File: config.mk
export PLATFORM = sky130hd
export DESIGN_NAME = subroutine_return_ops
export DESIGN_NICKNAME = d
export VERILOG_FILES = /design/src/rtl/return_ops_pkg.sv /design/src/rtl/phase_counter.sv /design/src/rtl/subroutine_return_ops.sv
export VERILOG_INCLUDE_DIRS = /design/src /design/src/rtl
export SDC_FILE = /design/constraint.sdc
export NUM_CORES = 1
export LEC_CHECK = 0
export BUFFER_PORTS_ARGS = -buffer_cell sky130_fd_sc_hd__buf_2
export CAP_MARGIN = 20
export CORE_ASPECT_RATIO = 0.5
export CORE_MARGIN = 1
export CORE_UTILIZATION = 30
export CTS_BUF_LIST = sky130_fd_sc_hd__clkbuf_16
export DETAILED_ROUTE_END_ITERATION = 16
export GPL_TIMING_DRIVEN = 0
export PLACE_DENSITY = 0.65
export SKIP_LAST_GASP = 1
export SLEW_MARGIN = 15
export SYNTH_ARGS = -nofsm -noshare
export SYNTH_HDL_FRONTEND = slang
export SYNTH_SLANG_ARGS = --single-unit
File: constraint.sdc
create_clock -name clk -period 1.3 [get_ports clk]
set_input_delay 0.195 -clock clk [delete_from_list [all_inputs] [get_ports clk]]
set_output_delay 0.195 -clock clk [all_outputs]
set_load 0.05 [all_outputs]
File: src/rtl/return_ops_regs.svh
// Constants for the subroutine-return execution block.
// Assumes a 14-bit instruction word and a 13-bit program counter.
`ifndef RETURN_OPS_REGS_SVH
`define RETURN_OPS_REGS_SVH

// ----------------------------------------
// Widths
// ----------------------------------------
`define INSTR_W 14
`define PC_W 13
`define LIT_W 8
`define CTRL_W 8

// ----------------------------------------
// Encodings
// ----------------------------------------
`define LIT_RET_TOP 4'hd
`define PLAIN_RET_CODE 14'h0008
`define IRQ_RET_CODE 14'h0009
`define IRQ_ENABLE_BIT 7
`define IRQ_ENABLE_MASK 8'h80

// ----------------------------------------
// Phase, state and operation codes
// ----------------------------------------
`define PH_Q1 2'h0
`define PH_Q2 2'h1
`define PH_Q3 2'h2
`define PH_Q4 2'h3
`define ST_IDLE 2'h0
`define ST_FIRST 2'h1
`define ST_SECOND 2'h2
`define OP_NONE 2'h0
`define OP_LIT 2'h1
`define OP_RET 2'h2
`define OP_IRET 2'h3

// ----------------------------------------
// Reset values
// ----------------------------------------
`define LIT_RST 8'h00
`define PC_RST 13'h0000
`define CTRL_RST 8'h00

`endif

File: src/rtl/return_ops_pkg.sv
// Types shared by the return execution block and its phase generator.
// Assumes the constants header is on the include path.
`include "return_ops_regs.svh"

package return_ops_pkg;

    typedef enum logic [1:0] {
        PH_Q1 = `PH_Q1,
        PH_Q2 = `PH_Q2,
        PH_Q3 = `PH_Q3,
        PH_Q4 = `PH_Q4
    } phase_t;

    typedef enum logic [1:0] {
        ST_IDLE = `ST_IDLE,
        ST_FIRST = `ST_FIRST,
        ST_SECOND = `ST_SECOND
    } state_t;

    typedef enum logic [1:0] {
        OP_NONE = `OP_NONE,
        OP_LIT = `OP_LIT,
        OP_RET = `OP_RET,
        OP_IRET = `OP_IRET
    } op_t;

    // Effects handed to the core's datapath
    typedef struct packed {
        logic w_we;
        logic [`LIT_W-1:0] w_data;
        logic stack_pop;
        logic pc_load;
        logic [`PC_W-1:0] pc_value;
        logic [`CTRL_W-1:0] ctrl_set;
    } retire_t;

endpackage

File: src/rtl/phase_counter.sv
// Four-phase instruction cycle generator, one phase per clock.
// Assumes the core clock is the only clock; phases restart at Q1 on reset.
`include "return_ops_regs.svh"

module phase_counter (
    input wire logic clk,
    input wire logic nrst,
    output return_ops_pkg::phase_t phase
);

    return_ops_pkg::phase_t phase_reg;

    always_ff @(posedge clk or negedge nrst) begin
        if (!nrst) begin
            phase_reg <= return_ops_pkg::PH_Q1;
        end else begin
            unique case (phase_reg)
                return_ops_pkg::PH_Q1: phase_reg <= return_ops_pkg::PH_Q2;
                return_ops_pkg::PH_Q2: phase_reg <= return_ops_pkg::PH_Q3;
                return_ops_pkg::PH_Q3: phase_reg <= return_ops_pkg::PH_Q4;
                return_ops_pkg::PH_Q4: phase_reg <= return_ops_pkg::PH_Q1;
            endcase
        end
    end

    assign phase = phase_reg;

endmodule

File: src/rtl/subroutine_return_ops.sv
// Execution of the subroutine-return instructions of the core.
// Assumes the fetch stage presents each instruction word at Q1 and the
// hardware stack shows its top entry on stack_top at all times.
`include "return_ops_regs.svh"

// What this block does
// - Literal return writes literal to W, flags untouched
// - Literal return pops stack into PC at Q4
// - Literal return takes two instruction cycles
// - Plain return pops stack into PC at Q4
// - Plain return takes two instruction cycles
// - Interrupt return pops and sets global enable
module subroutine_return_ops (
    input wire logic clk,
    input wire logic nrst,
    input wire logic instr_valid,
    input wire logic [`INSTR_W-1:0] instr,
    input wire logic [`PC_W-1:0] stack_top,
    output return_ops_pkg::retire_t retire,
    output logic busy,
    output logic flush,
    output return_ops_pkg::phase_t phase
);

    return_ops_pkg::phase_t ph;
    return_ops_pkg::state_t state_reg;
    return_ops_pkg::op_t op_reg;
    return_ops_pkg::op_t op_next;
    logic [`LIT_W-1:0] lit_reg;
    return_ops_pkg::retire_t retire_reg;
    logic busy_reg;
    logic flush_reg;
    return_ops_pkg::phase_t phase_reg;
    logic first_q2;
    logic first_q3;
    logic take;

    phase_counter phase_counter_inst (
        .clk(clk),
        .nrst(nrst),
        .phase(ph)
    );

    // ----------------------------------------
    // Decode
    // ----------------------------------------
    always_comb begin
        op_next = return_ops_pkg::OP_NONE;
        if (instr[`INSTR_W-1:`INSTR_W-4] == `LIT_RET_TOP) begin
            op_next = return_ops_pkg::OP_LIT;
        end else if (instr == `PLAIN_RET_CODE) begin
            op_next = return_ops_pkg::OP_RET;
        end else if (instr == `IRQ_RET_CODE) begin
            op_next = return_ops_pkg::OP_IRET;
        end
    end

    // Other opcodes belong to the rest of the core and are ignored here
    assign take = instr_valid && (ph == return_ops_pkg::PH_Q1)
        && (state_reg == return_ops_pkg::ST_IDLE)
        && (op_next != return_ops_pkg::OP_NONE);
    assign first_q2 = (state_reg == return_ops_pkg::ST_FIRST) && (ph == return_ops_pkg::PH_Q2);
    assign first_q3 = (state_reg == return_ops_pkg::ST_FIRST) && (ph == return_ops_pkg::PH_Q3);

    // ----------------------------------------
    // Instruction cycle sequencing
    // ----------------------------------------
    always_ff @(posedge clk or negedge nrst) begin
        if (!nrst) begin
            state_reg <= return_ops_pkg::ST_IDLE;
        end else begin
            unique case (state_reg)
                return_ops_pkg::ST_IDLE: begin
                    if (take) begin
                        state_reg <= return_ops_pkg::ST_FIRST;
                    end
                end
                return_ops_pkg::ST_FIRST: begin
                    if (ph == return_ops_pkg::PH_Q4) begin
                        state_reg <= return_ops_pkg::ST_SECOND;
                    end
                end
                return_ops_pkg::ST_SECOND: begin
                    if (ph == return_ops_pkg::PH_Q4) begin
                        state_reg <= return_ops_pkg::ST_IDLE;
                    end
                end
                default: begin
                    state_reg <= return_ops_pkg::ST_IDLE;
                end
            endcase
        end
    end

    // Literal is caught at decode so a new fetch cannot disturb it
    always_ff @(posedge clk or negedge nrst) begin
        if (!nrst) begin
            op_reg <= return_ops_pkg::OP_NONE;
            lit_reg <= `LIT_RST;
        end else if (take) begin
            op_reg <= op_next;
            lit_reg <= instr[`LIT_W-1:0];
        end
    end

    // ----------------------------------------
    // Datapath effects, registered one phase ahead
    // ----------------------------------------
    always_ff @(posedge clk or negedge nrst) begin
        if (!nrst) begin
            retire_reg.w_we <= 1'b0;
            retire_reg.w_data <= `LIT_RST;
            retire_reg.stack_pop <= 1'b0;
            retire_reg.pc_load <= 1'b0;
            retire_reg.pc_value <= `PC_RST;
            retire_reg.ctrl_set <= `CTRL_RST;
        end else begin
            retire_reg.w_we <= first_q3 && (op_reg == return_ops_pkg::OP_LIT);
            retire_reg.stack_pop <= first_q3;
            retire_reg.pc_load <= first_q3;
            if (first_q3) begin
                retire_reg.w_data <= lit_reg;
                retire_reg.pc_value <= stack_top;
            end
            // Global enable goes out in Q3 of the first cycle
            if (first_q2 && (op_reg == return_ops_pkg::OP_IRET)) begin
                retire_reg.ctrl_set <= `IRQ_ENABLE_MASK;
            end else begin
                retire_reg.ctrl_set <= `CTRL_RST;
            end
        end
    end

    // Flush covers the whole second cycle so the stale prefetch never runs
    always_ff @(posedge clk or negedge nrst) begin
        if (!nrst) begin
            flush_reg <= 1'b0;
            busy_reg <= 1'b0;
            phase_reg <= return_ops_pkg::PH_Q1;
        end else begin
            phase_reg <= ph;
            if (take) begin
                busy_reg <= 1'b1;
            end else if ((state_reg == return_ops_pkg::ST_SECOND)
                && (ph == return_ops_pkg::PH_Q4)) begin
                busy_reg <= 1'b0;
            end
            if ((state_reg == return_ops_pkg::ST_FIRST) && (ph == return_ops_pkg::PH_Q4)) begin
                flush_reg <= 1'b1;
            end else if ((state_reg == return_ops_pkg::ST_SECOND)
                && (ph == return_ops_pkg::PH_Q4)) begin
                flush_reg <= 1'b0;
            end
        end
    end

    assign retire = retire_reg;
    assign busy = busy_reg;
    assign flush = flush_reg;
    assign phase = phase_reg;
endmodule

==> flow_summary.toml, run 1 <==
[route]
num_vias = 1386
avgRoutedWirePerCell_um = 12.0
met2_length_um = 1990
wirelength_um = 3850
via_per_inst = 4.30
wl_met3_um = 132
top_layer_used = "met4"
wl_met1_um = 1690
dr.pass1.iters = 4
drtIter0Drc = 112
drc_errors = 0
postRouteAntennaNets = 0

[timing]
setup_viol = 30
fmax_ghz = 0.695
worstMarginPinSlew_ns = 0.918
clock_skew_ns = 0.00473
hold_violations = 0
post-route-period-util_pct = 111
rsz0062_at_grt = "yes"
slew_viol_final = 0
min_period_ns = 1.44
postLayoutSetupSlackWorst_ns = -0.140
maxSlewHeadroom_pct = 38.8

[critical_path]
crit-reg2reg-launch = "phase_counter_inst.phase[1]"
worstPathArrival_ns = 1.60
r2r_end = "lit_reg[7]"
cp-endpoint = "lit_reg[7]"
start_kind = "flop"
reg2regPathDepth = 6
cp.required_ns = 1.46
critPathMaxFanout = 5
cp-startpoint = "phase_counter_inst.phase[1]"
end_kind = "flop"
reg2reg_setup_slack_ns = -0.14
worstSetupPathType = "flop to flop"

[cts]
clkLatencyLatePin_ns = 0.28
numCtsBuffers = 5
cts_num_sinks = 42
cts.path.max_buffers = 2
htreeDepth = 2
clockRootBuffer = "clkbuf_16"
path_clk_slew_ns = 0.06
cts_hold_buf = 0
cts_tree = "yes"

[synth]
postSynthAreaPerCell_um2 = 10.7
synth_warnings = 0
post-synth-top-count-cell = "nand2_1"
postSynthCellCount = 164
seq_area_frac_synth_pct = 60.2
ys_ff_latch = 42
synth_flop_cell = "dfrtp_1"
synth_area_leaders = "dfrtp_1 (60%), nand2_1 (14%), mux2_4 (6.0%)"
netlist_area_um2 = 1750
yosys-top-cells-count = "nand2_1 (65), dfrtp_1 (42), buf_4 (8)"
synth_top_area_share_pct = 60.2
synth-edff-count = 0
synthArstFlopShare_pct = 100
synth.lib_cells_used.distinct = 29
yosysTopAreaCell = "dfrtp_1"

[floorplanning]
rows = 19
initial_core_util_pct = 31.5
ios = 66
coreArea_um2 = 5540
dieArea_um2 = 6150
dieHeight_um = 56.0
die_x_um = 110

[placed_design]
gp_congestion = 0.725
io_buffers = 58
dp_hpwl_um = 2620
place_area_um2 = 2160

[grt]
antenna_found_initial = 0
grt_max_degree = 43
grt_usage_pct = 13.2
grt_pass1_vias = 1274
grt_pass1_wl_um = 6090
gr-total-overflow = 0

[finish]
area_growth_pct = 42.3
nNetsFinal = 282
antenna_cells = 0
fin_area_um2 = 2490
n_fill_cell = 523
drive_gt1_share_pct = 45.0
largest_register_ffs = 24
fin_util_pct = 44.9

[power]
peakVddDrop_mv = 0.700
p_leak_nw = 1.35
power_density_nw_per_um2 = 1270

[hold_path]
hold_path_class = "input pin to asynchronous set/reset pin"

[run_status]
status = "finished with violations"
violations = "negative setup slack"

[flow_run]
cap_violations = 0
-- where the power goes --
| group | switching (W) | internal (W) | total [W] |
|---|---|---|---|
| sequential | 0.0000507 | 0.00140 | 0.00145 |
| clock | 0.000467 | 0.000691 | 0.00116 |
| combinational | 0.000398 | 0.000154 | 0.000552 |
| total | 0.000916 | 0.00225 | 0.00316 |
-- layout by cell type, fill, tap and decap left out, drive strengths merged, types with 3 or more instances in the layout --
cell,synthesis,final
mux2,8,8
clkbuf,4,7
nand2,65,65
ha,4,4
nor2,5,5
o21ai,3,3
inv,4,4
clkinv,0,3
dfrtp,42,42
buf,9,82
conb,1,7
-- how the worst min path moves through the flow --
| stage | from | end | slack (ns) |
|---|---|---|---|
| 3_5_place_dp | nrst | retire[30] | 0.38 |
| 2_1_floorplan | nrst | busy | -0.10 |
| 5_1_grt | stack_top[7] | retire[15] | 0.11 |
| 4_1_cts | nrst | retire[25] | 0.09 |
| 3_3_place_gp | nrst | retire[20] | 0.36 |
| 6_report | nrst | retire[29] | 0.05 |
-- critical path, stage by stage, from the launching register on --
cell and delay, ns:
dfrtp_1 0.38, inv_2 0.08, ha_4 0.14, nand3_4 0.08
a21oi_4 0.17, buf_6 0.16, mux2_4 0.30
-- timing repair --
action / CTS / global route
gates resized for setup: 21 / 8
setup endpoints to repair: 32 / 36
pin swaps: 2 / 2
buffers inserted: 9 / 2
gates cloned: 2 / 0
-- cells by family (layout without fill, tap and decap cells) --
| kind of cell | count (synthesis) | after routing | share of synthesized area (%) |
|---|---|---|---|
| multiplexers | 8 | 8 | 6.66 |
| adder cells (fa/ha/maj) | 4 | 4 | 2.87 |
| AO/OA/AOI/OAI | 9 | 9 | 3.58 |
| AND/OR/NAND/NOR | 83 | 83 | 20.7 |
| other | 1 | 7 | 0.215 |
| buffers and inverters | 17 | 96 | 5.80 |
| flip-flops | 42 | 42 | 60.2 |
-- per-stage QoR --
stage / std cells / hold WS [ns] / total power, W / setup slack, ns / setup TNS (ns)
3_3_place_gp: 301 / 0.361 / 0.00201 / -0.333 / -6.78
3_5_place_dp: 301 / 0.382 / 0.00203 / -0.360 / -7.74
6_report: 322 / 0.0540 / 0.00316 / -0.140 / -2.06
5_1_grt: 322 / 0.113 / 0.00330 / -0.181 / -4.63
2_1_floorplan: 170 / -0.101 / 0.00186 / -0.152 / -1.08
4_1_cts: 320 / 0.0866 / 0.00319 / -0.122 / -1.88
-- final cells by class --
type	instances	area [um^2]	share of cell area [%]
timing repair buffer	71	403	16.2
sequential	42	1050	42.4
multi-input combinational	111	671	27.0
buffer	13	116	4.68
clock buffer	5	125	5.03
clock inverter	3	11.3	0.453
tap	73	91.3	3.67
inverter	4	15.0	0.604
-- per-layer routing --
layer | track usage (%) | up-vias
met5 | 0 | -
met3 | 2.81 | 4
met2 | 22.5 | 31
met1 | 17.2 | 676
li1 | - | 675
met4 | 2.86 | 0
Power figures use the tool's default switching activity.
==> run 2: changes to the inputs <==
- SETUP_SLACK_MARGIN: unset -> 0.4
==> run 2 against run 1 <==
The flow still finishes with violations (negative setup slack). Global-route usage up 0.92 points. Combinational power up 22%. Clock-buffer cell count unchanged. Clock power up 17%. Cell area up 17%. Worst setup slack worse by 0.0054 ns. Clock skew down 0.0025 ns. Sequential share of layout area down 6.1 points. Sequential cell count unchanged. Routed wire length up 7.9%. Largest cell class unchanged.
==> flow_summary.toml, run 2 (synthesized netlist as in run 1, its figures left out) <==
[run_status]
status = "finished with violations"
violations = "negative setup slack"

[route]
postRouteAntennaNets = 0
num_vias = 1449
avgRoutedWirePerCell_um = 12.4
via_per_inst = 4.31
wirelength_um = 4150
drc_errors = 0
drtIter0Drc = 68
dr.pass1.iters = 4

[floorplanning]
ios = 66
dieHeight_um = 56.0
rows = 19
initial_core_util_pct = 31.5
coreArea_um2 = 5540
die_x_um = 110
dieArea_um2 = 6150

[flow_run]
cap_violations = 0

[timing]
postLayoutSetupSlackWorst_ns = -0.145
slew_viol_final = 0
fmax_ghz = 0.692
clock_skew_ns = 0.00228
hold_violations = 0
rsz0062_at_grt = "yes"
setup_viol = 32
min_period_ns = 1.45
maxSlewHeadroom_pct = 38.1
post-route-period-util_pct = 111
setup_tns_ns = -2.47
worstMarginPinSlew_ns = 0.928

[power]
p_leak_nw = 1.51
peakVddDrop_mv = 0.529
power_density_nw_per_um2 = 1210

[cts]
clockRootBuffer = "clkbuf_16"
clkLatencyLatePin_ns = 0.28
cts.path.max_buffers = 2
path_clk_slew_ns = 0.06
cts_hold_buf = 0
cts_num_sinks = 42
numCtsBuffers = 5
htreeDepth = 2
cts_tree = "yes"

[finish]
layout_common_cells = "nand2_1 (52), dfrtp_1 (39), buf_6 (36), buf_2 (29), buf_4 (27)"
fin_area_um2 = 2910
layoutNonFillerInstCount = 336
final_common_cell = "nand2_1"
area_growth_pct = 66.5
antenna_cells = 0
largest_register_ffs = 24
drive_gt1_share_pct = 54.4
nNetsFinal = 296

[critical_path]
start_kind = "flop"
end_kind = "flop"
cp.required_ns = 1.46
reg2regPathDepth = 6
r2r_end = "lit_reg[5]"
cp_cell_sequence = "inv_2, ha_4, nand3_4, a21oi_4, buf_8, mux2_4"
reg2reg_setup_slack_ns = -0.15
critical-path-top-delay-family = "flip-flops"
slowest_stage = "dfrtp_1"
crit_buf_inv = 2
crit-reg2reg-launch = "phase_counter_inst.phase[1]"
critical-path-max-stage-delay_ns = 0.40
worstSetupPathType = "flop to flop"
worstPathArrival_ns = 1.61
critPathMaxFanout = 8

[grt]
gr-total-overflow = 0
antenna_found_initial = 0
grt_max_degree = 43
grt_pass1_vias = 1433
grt_pass1_wl_um = 6650
grt_usage_pct = 14.1

[placed_design]
place_area_um2 = 2190
gp_congestion = 0.724
dp_cells = 301
pre_cts_slack_ns = -0.372
io_buffers = 58
dp_hpwl_um = 2550

[hold_path]
hold_path_class = "input pin to asynchronous set/reset pin"
-- run 2: cell types whose count changed in the layout (fill, tap and decap cells not counted), moves of 3 or more --
cell      delta
nand2_2     +12
clkinv_1     -3
buf_4        +9
buf_2       -29
nand2_1     -13
buf_6       +33
-- run 2: worst max path at each step --
| stage | from | end | depth (start not counted) |
|---|---|---|---|
| finish | phase_counter_inst.phase[1] | lit_reg[5] | 6 |
| global route | phase_counter_inst.phase[1] | lit_reg[6] | 6 |
| CTS | phase_counter_inst.phase[1] | retire[19] | 7 |
| detailed placement | instr[11] | lit_reg[5] | 6 |
| global placement | instr[5] | lit_reg[5] | 6 |
| floorplan | phase_counter_inst.phase[0] | lit_reg[1] | 6 |
-- run 2: timing repair --
| item | 4_1_cts | 5_1_grt |
|---|---|---|
| endpoints found under the setup margin | 67 | 68 |
| pin swaps | 3 | 5 |
| cloned | 2 | 0 |
| gates resized for setup | 72 | 36 |
| setup buffers | 14 | 11 |
-- run 2: layout make-up --
| class | instances | area (um^2) |
|---|---|---|
| plain buffers | 13 | 134 |
| clock buffers | 5 | 125 |
| flip-flops and latches | 42 | 1050 |
| multi-input cells | 111 | 736 |
| fillers | 456 | 2630 |
| repair buffers | 85 | 708 |
| well taps | 73 | 91.3 |
| inverters | 4 | 22.5 |
| clock inverters | 3 | 37.5 |
-- run 2: per-layer routing --
metal	part of all wire, %	vias up	global-route usage [%]
li1	-	706	-
met1	42	712	17.7
met2	53	25	24.3
met5	0	-	0
met3	2.9	6	2.69
met4	1.6	0	4.76
-- run 2: stage by stage --
step           power (W)  hold WS (ns)  util, %
3_3_place_gp     0.00201         0.375     39.6
3_5_place_dp     0.00203         0.384     39.6
4_1_cts          0.00351        0.0920     49.0
2_1_floorplan    0.00186        -0.101        -
6_report         0.00351        0.0575     52.5
5_1_grt          0.00365         0.107     52.5
-- run 2: where the power goes --
part	switching, W	internal (W)	total (W)
sequential	0.0000711	0.00140	0.00147
clock	0.000469	0.000891	0.00136
combinational	0.000411	0.000264	0.000676
total	0.000952	0.00256	0.00351
==> run 3: changes to the inputs <==
- CORE_UTILIZATION: 30 -> 43
- MAX_ROUTING_LAYER: unset -> met4
- PLACE_DENSITY: 0.65 -> 0.84
==> run 3 against run 2 <==
The run still ends with negative setup slack left. Clock skew increased by 0.0017 ns. Global-route usage increased by 8.2 points. Total power decreased by 5.3%. Core utilization increased by 24 points. Critical path type unchanged.
==> flow_summary.toml, run 3 (synthesized netlist as in run 1, its figures left out) <==
[critical_path]
critPathMaxFanout = 5
worstPathArrival_ns = 1.66
end_kind = "flop"
crit_buf_inv = 2
cp_cell_sequence = "inv_2, ha_4, nand3_4, a21oi_4, buf_6, mux2_4"
worstSetupPathType = "flop to flop"
start_kind = "flop"
slowest_stage = "dfrtp_1"
critical-path-max-stage-delay_ns = 0.40
critical-path-top-delay-family = "flip-flops"
cp.required_ns = 1.46

[timing]
rsz0062_at_grt = "yes"
postLayoutSetupSlackWorst_ns = -0.203
post-route-period-util_pct = 116
hold_violations = 0
maxSlewHeadroom_pct = 40.1
clock_skew_ns = 0.00396
worstMarginPinSlew_ns = 0.898
fin_hold_ws_ns = 0.0402
slew_viol_final = 0
setup_tns_ns = -4.72
fmax_ghz = 0.666
setup_viol = 35
min_period_ns = 1.50

[floorplanning]
die_x_um = 92.1
rows = 15
coreArea_um2 = 3660
ios = 66
dieArea_um2 = 4340
initial_core_util_pct = 47.7
dieHeight_um = 47.1

[finish]
n_fill_cell = 208
final_common_cell = "nand2_1"
area_growth_pct = 60.8
antenna_cells = 0
layout_common_cells = "nand2_1 (62), dfrtp_1 (40), buf_6 (34), buf_4 (32), buf_2 (29)"
fin_util_pct = 76.8
nNetsFinal = 298
largest_register_ffs = 24
layoutNonFillerInstCount = 316
drive_gt1_share_pct = 49.8

[route]
drc_errors = 0
avgRoutedWirePerCell_um = 14.6
postRouteAntennaNets = 0
wirelength_um = 4620
dr.pass1.iters = 4
drtIter0Drc = 78
num_vias = 1537
via_per_inst = 4.86

[grt]
grt_pass1_wl_um = 6690
antenna_found_initial = 0
grt_usage_pct = 22.3
grt_pass1_vias = 1388
gr-total-overflow = 0
grt_max_degree = 43

[power]
p_leak_nw = 1.48
peakVddDrop_mv = 0.574
power_frac_clock_pct = 34.8
p_int_w = 0.00237
switching_share_pct = 28.6
p_sw_w = 0.000952
power_density_nw_per_um2 = 1180
p_seq_share_pct = 44.2
comb_power_share_pct = 20.9

[cts]
cts_tree = "yes"
path_clk_slew_ns = 0.06
cts.path.max_buffers = 2
clockRootBuffer = "clkbuf_16"
cts_num_sinks = 42
numCtsBuffers = 5
htreeDepth = 2
clkLatencyLatePin_ns = 0.28

[placed_design]
pre_cts_slack_ns = -0.353
gp_congestion = 0.755
dp_cells = 279
io_buffers = 58
dp_hpwl_um = 2530

[hold_path]
hold_path_class = "input pin to asynchronous set/reset pin"

[run_status]
violations = "negative setup slack"
status = "finished with violations"

[flow_run]
cap_violations = 0
-- run 3: cell types whose count changed in the layout (fill, tap and decap cells not counted), moves of 2 or more --
cell     previous run  this run
buf_8               5         3
buf_4              27        32
o21ai_0             3         1
buf_6              36        34
nand2_1            52        62
nand2_2            12         3
o21ai_1             0         2
-- run 3: worst paths after layout --
kind / endpoint / slack, ns / startpoint / cells after the start
setup reg to reg: lit_reg[5] / -0.20 / phase_counter_inst.phase[0] / 6
min in group clk: retire[9] / 0.11 / stack_top[1] / 3
max in group asynchronous: retire[21] / 0.64 / nrst / 1
setup / recovery: lit_reg[5] / -0.20 / phase_counter_inst.phase[0] / 6
hold reg to reg: retire[23] / 0.48 / lit_reg[0] / 2
hold / removal: phase_counter_inst.phase[1] / 0.04 / nrst / 1
-- run 3: cell type report --
class                   instances  area [um^2]  share of cell area [%]
repair buffers                 87          708                    25.2
well taps                      51         63.8                    2.27
inverters                       4         15.0                   0.535
flip-flops and latches         42         1050                    37.5
plain buffers                  13          126                    4.50
multi-input cells             111          706                    25.1
clock buffers                   5          125                    4.45
clock inverters                 3         11.3                   0.401
-- run 3: timing repair --
| item | 4_1_cts | 5_1_grt |
|---|---|---|
| endpoints found under the setup margin | 67 | 68 |
| gates cloned | 3 | 0 |
| hold buffers | 0 | 0 |
| resized for setup | 80 | 9 |
| buffers inserted | 16 | 10 |
| pin swaps | 5 | 2 |
-- run 3: through the flow --
step | total power (W) | area (um^2)
after detailed placement | 0.00203 | 2170
after global routing | 0.00343 | 2810
after floorplan | 0.00186 | 1810
after global placement | 0.00201 | 2170
final | 0.00332 | 2810
after CTS | 0.00328 | 2720
-- run 3: worst reg2reg max path: stages, from the launching register on --
cell	delay, ns
dfrtp_1	0.40
inv_2	0.12
ha_4	0.16
nand3_4	0.08
a21oi_4	0.16
buf_6	0.16
mux2_4	0.31
-- run 3: power groups by stage --
stage	clock (W)	sequential, W	combinational [W]
after floorplan	0	0.00171	0.000151
after global placement	0	0.00147	0.000539
after detailed placement	0	0.00147	0.000552
after CTS	0.00115	0.00147	0.000665
after global routing	0.00122	0.00148	0.000734
final	0.00116	0.00147	0.000695
-- run 3: per-layer routing --
metal / track usage, % / up-vias / routed length (um)
li1: - / 713 / -
met1: 26.0 / 775 / 2040
met2: 39.0 / 45 / 2330
met3: 5.50 / 4 / 222
met4: 8.44 / 0 / 34
met5: - / - / 0
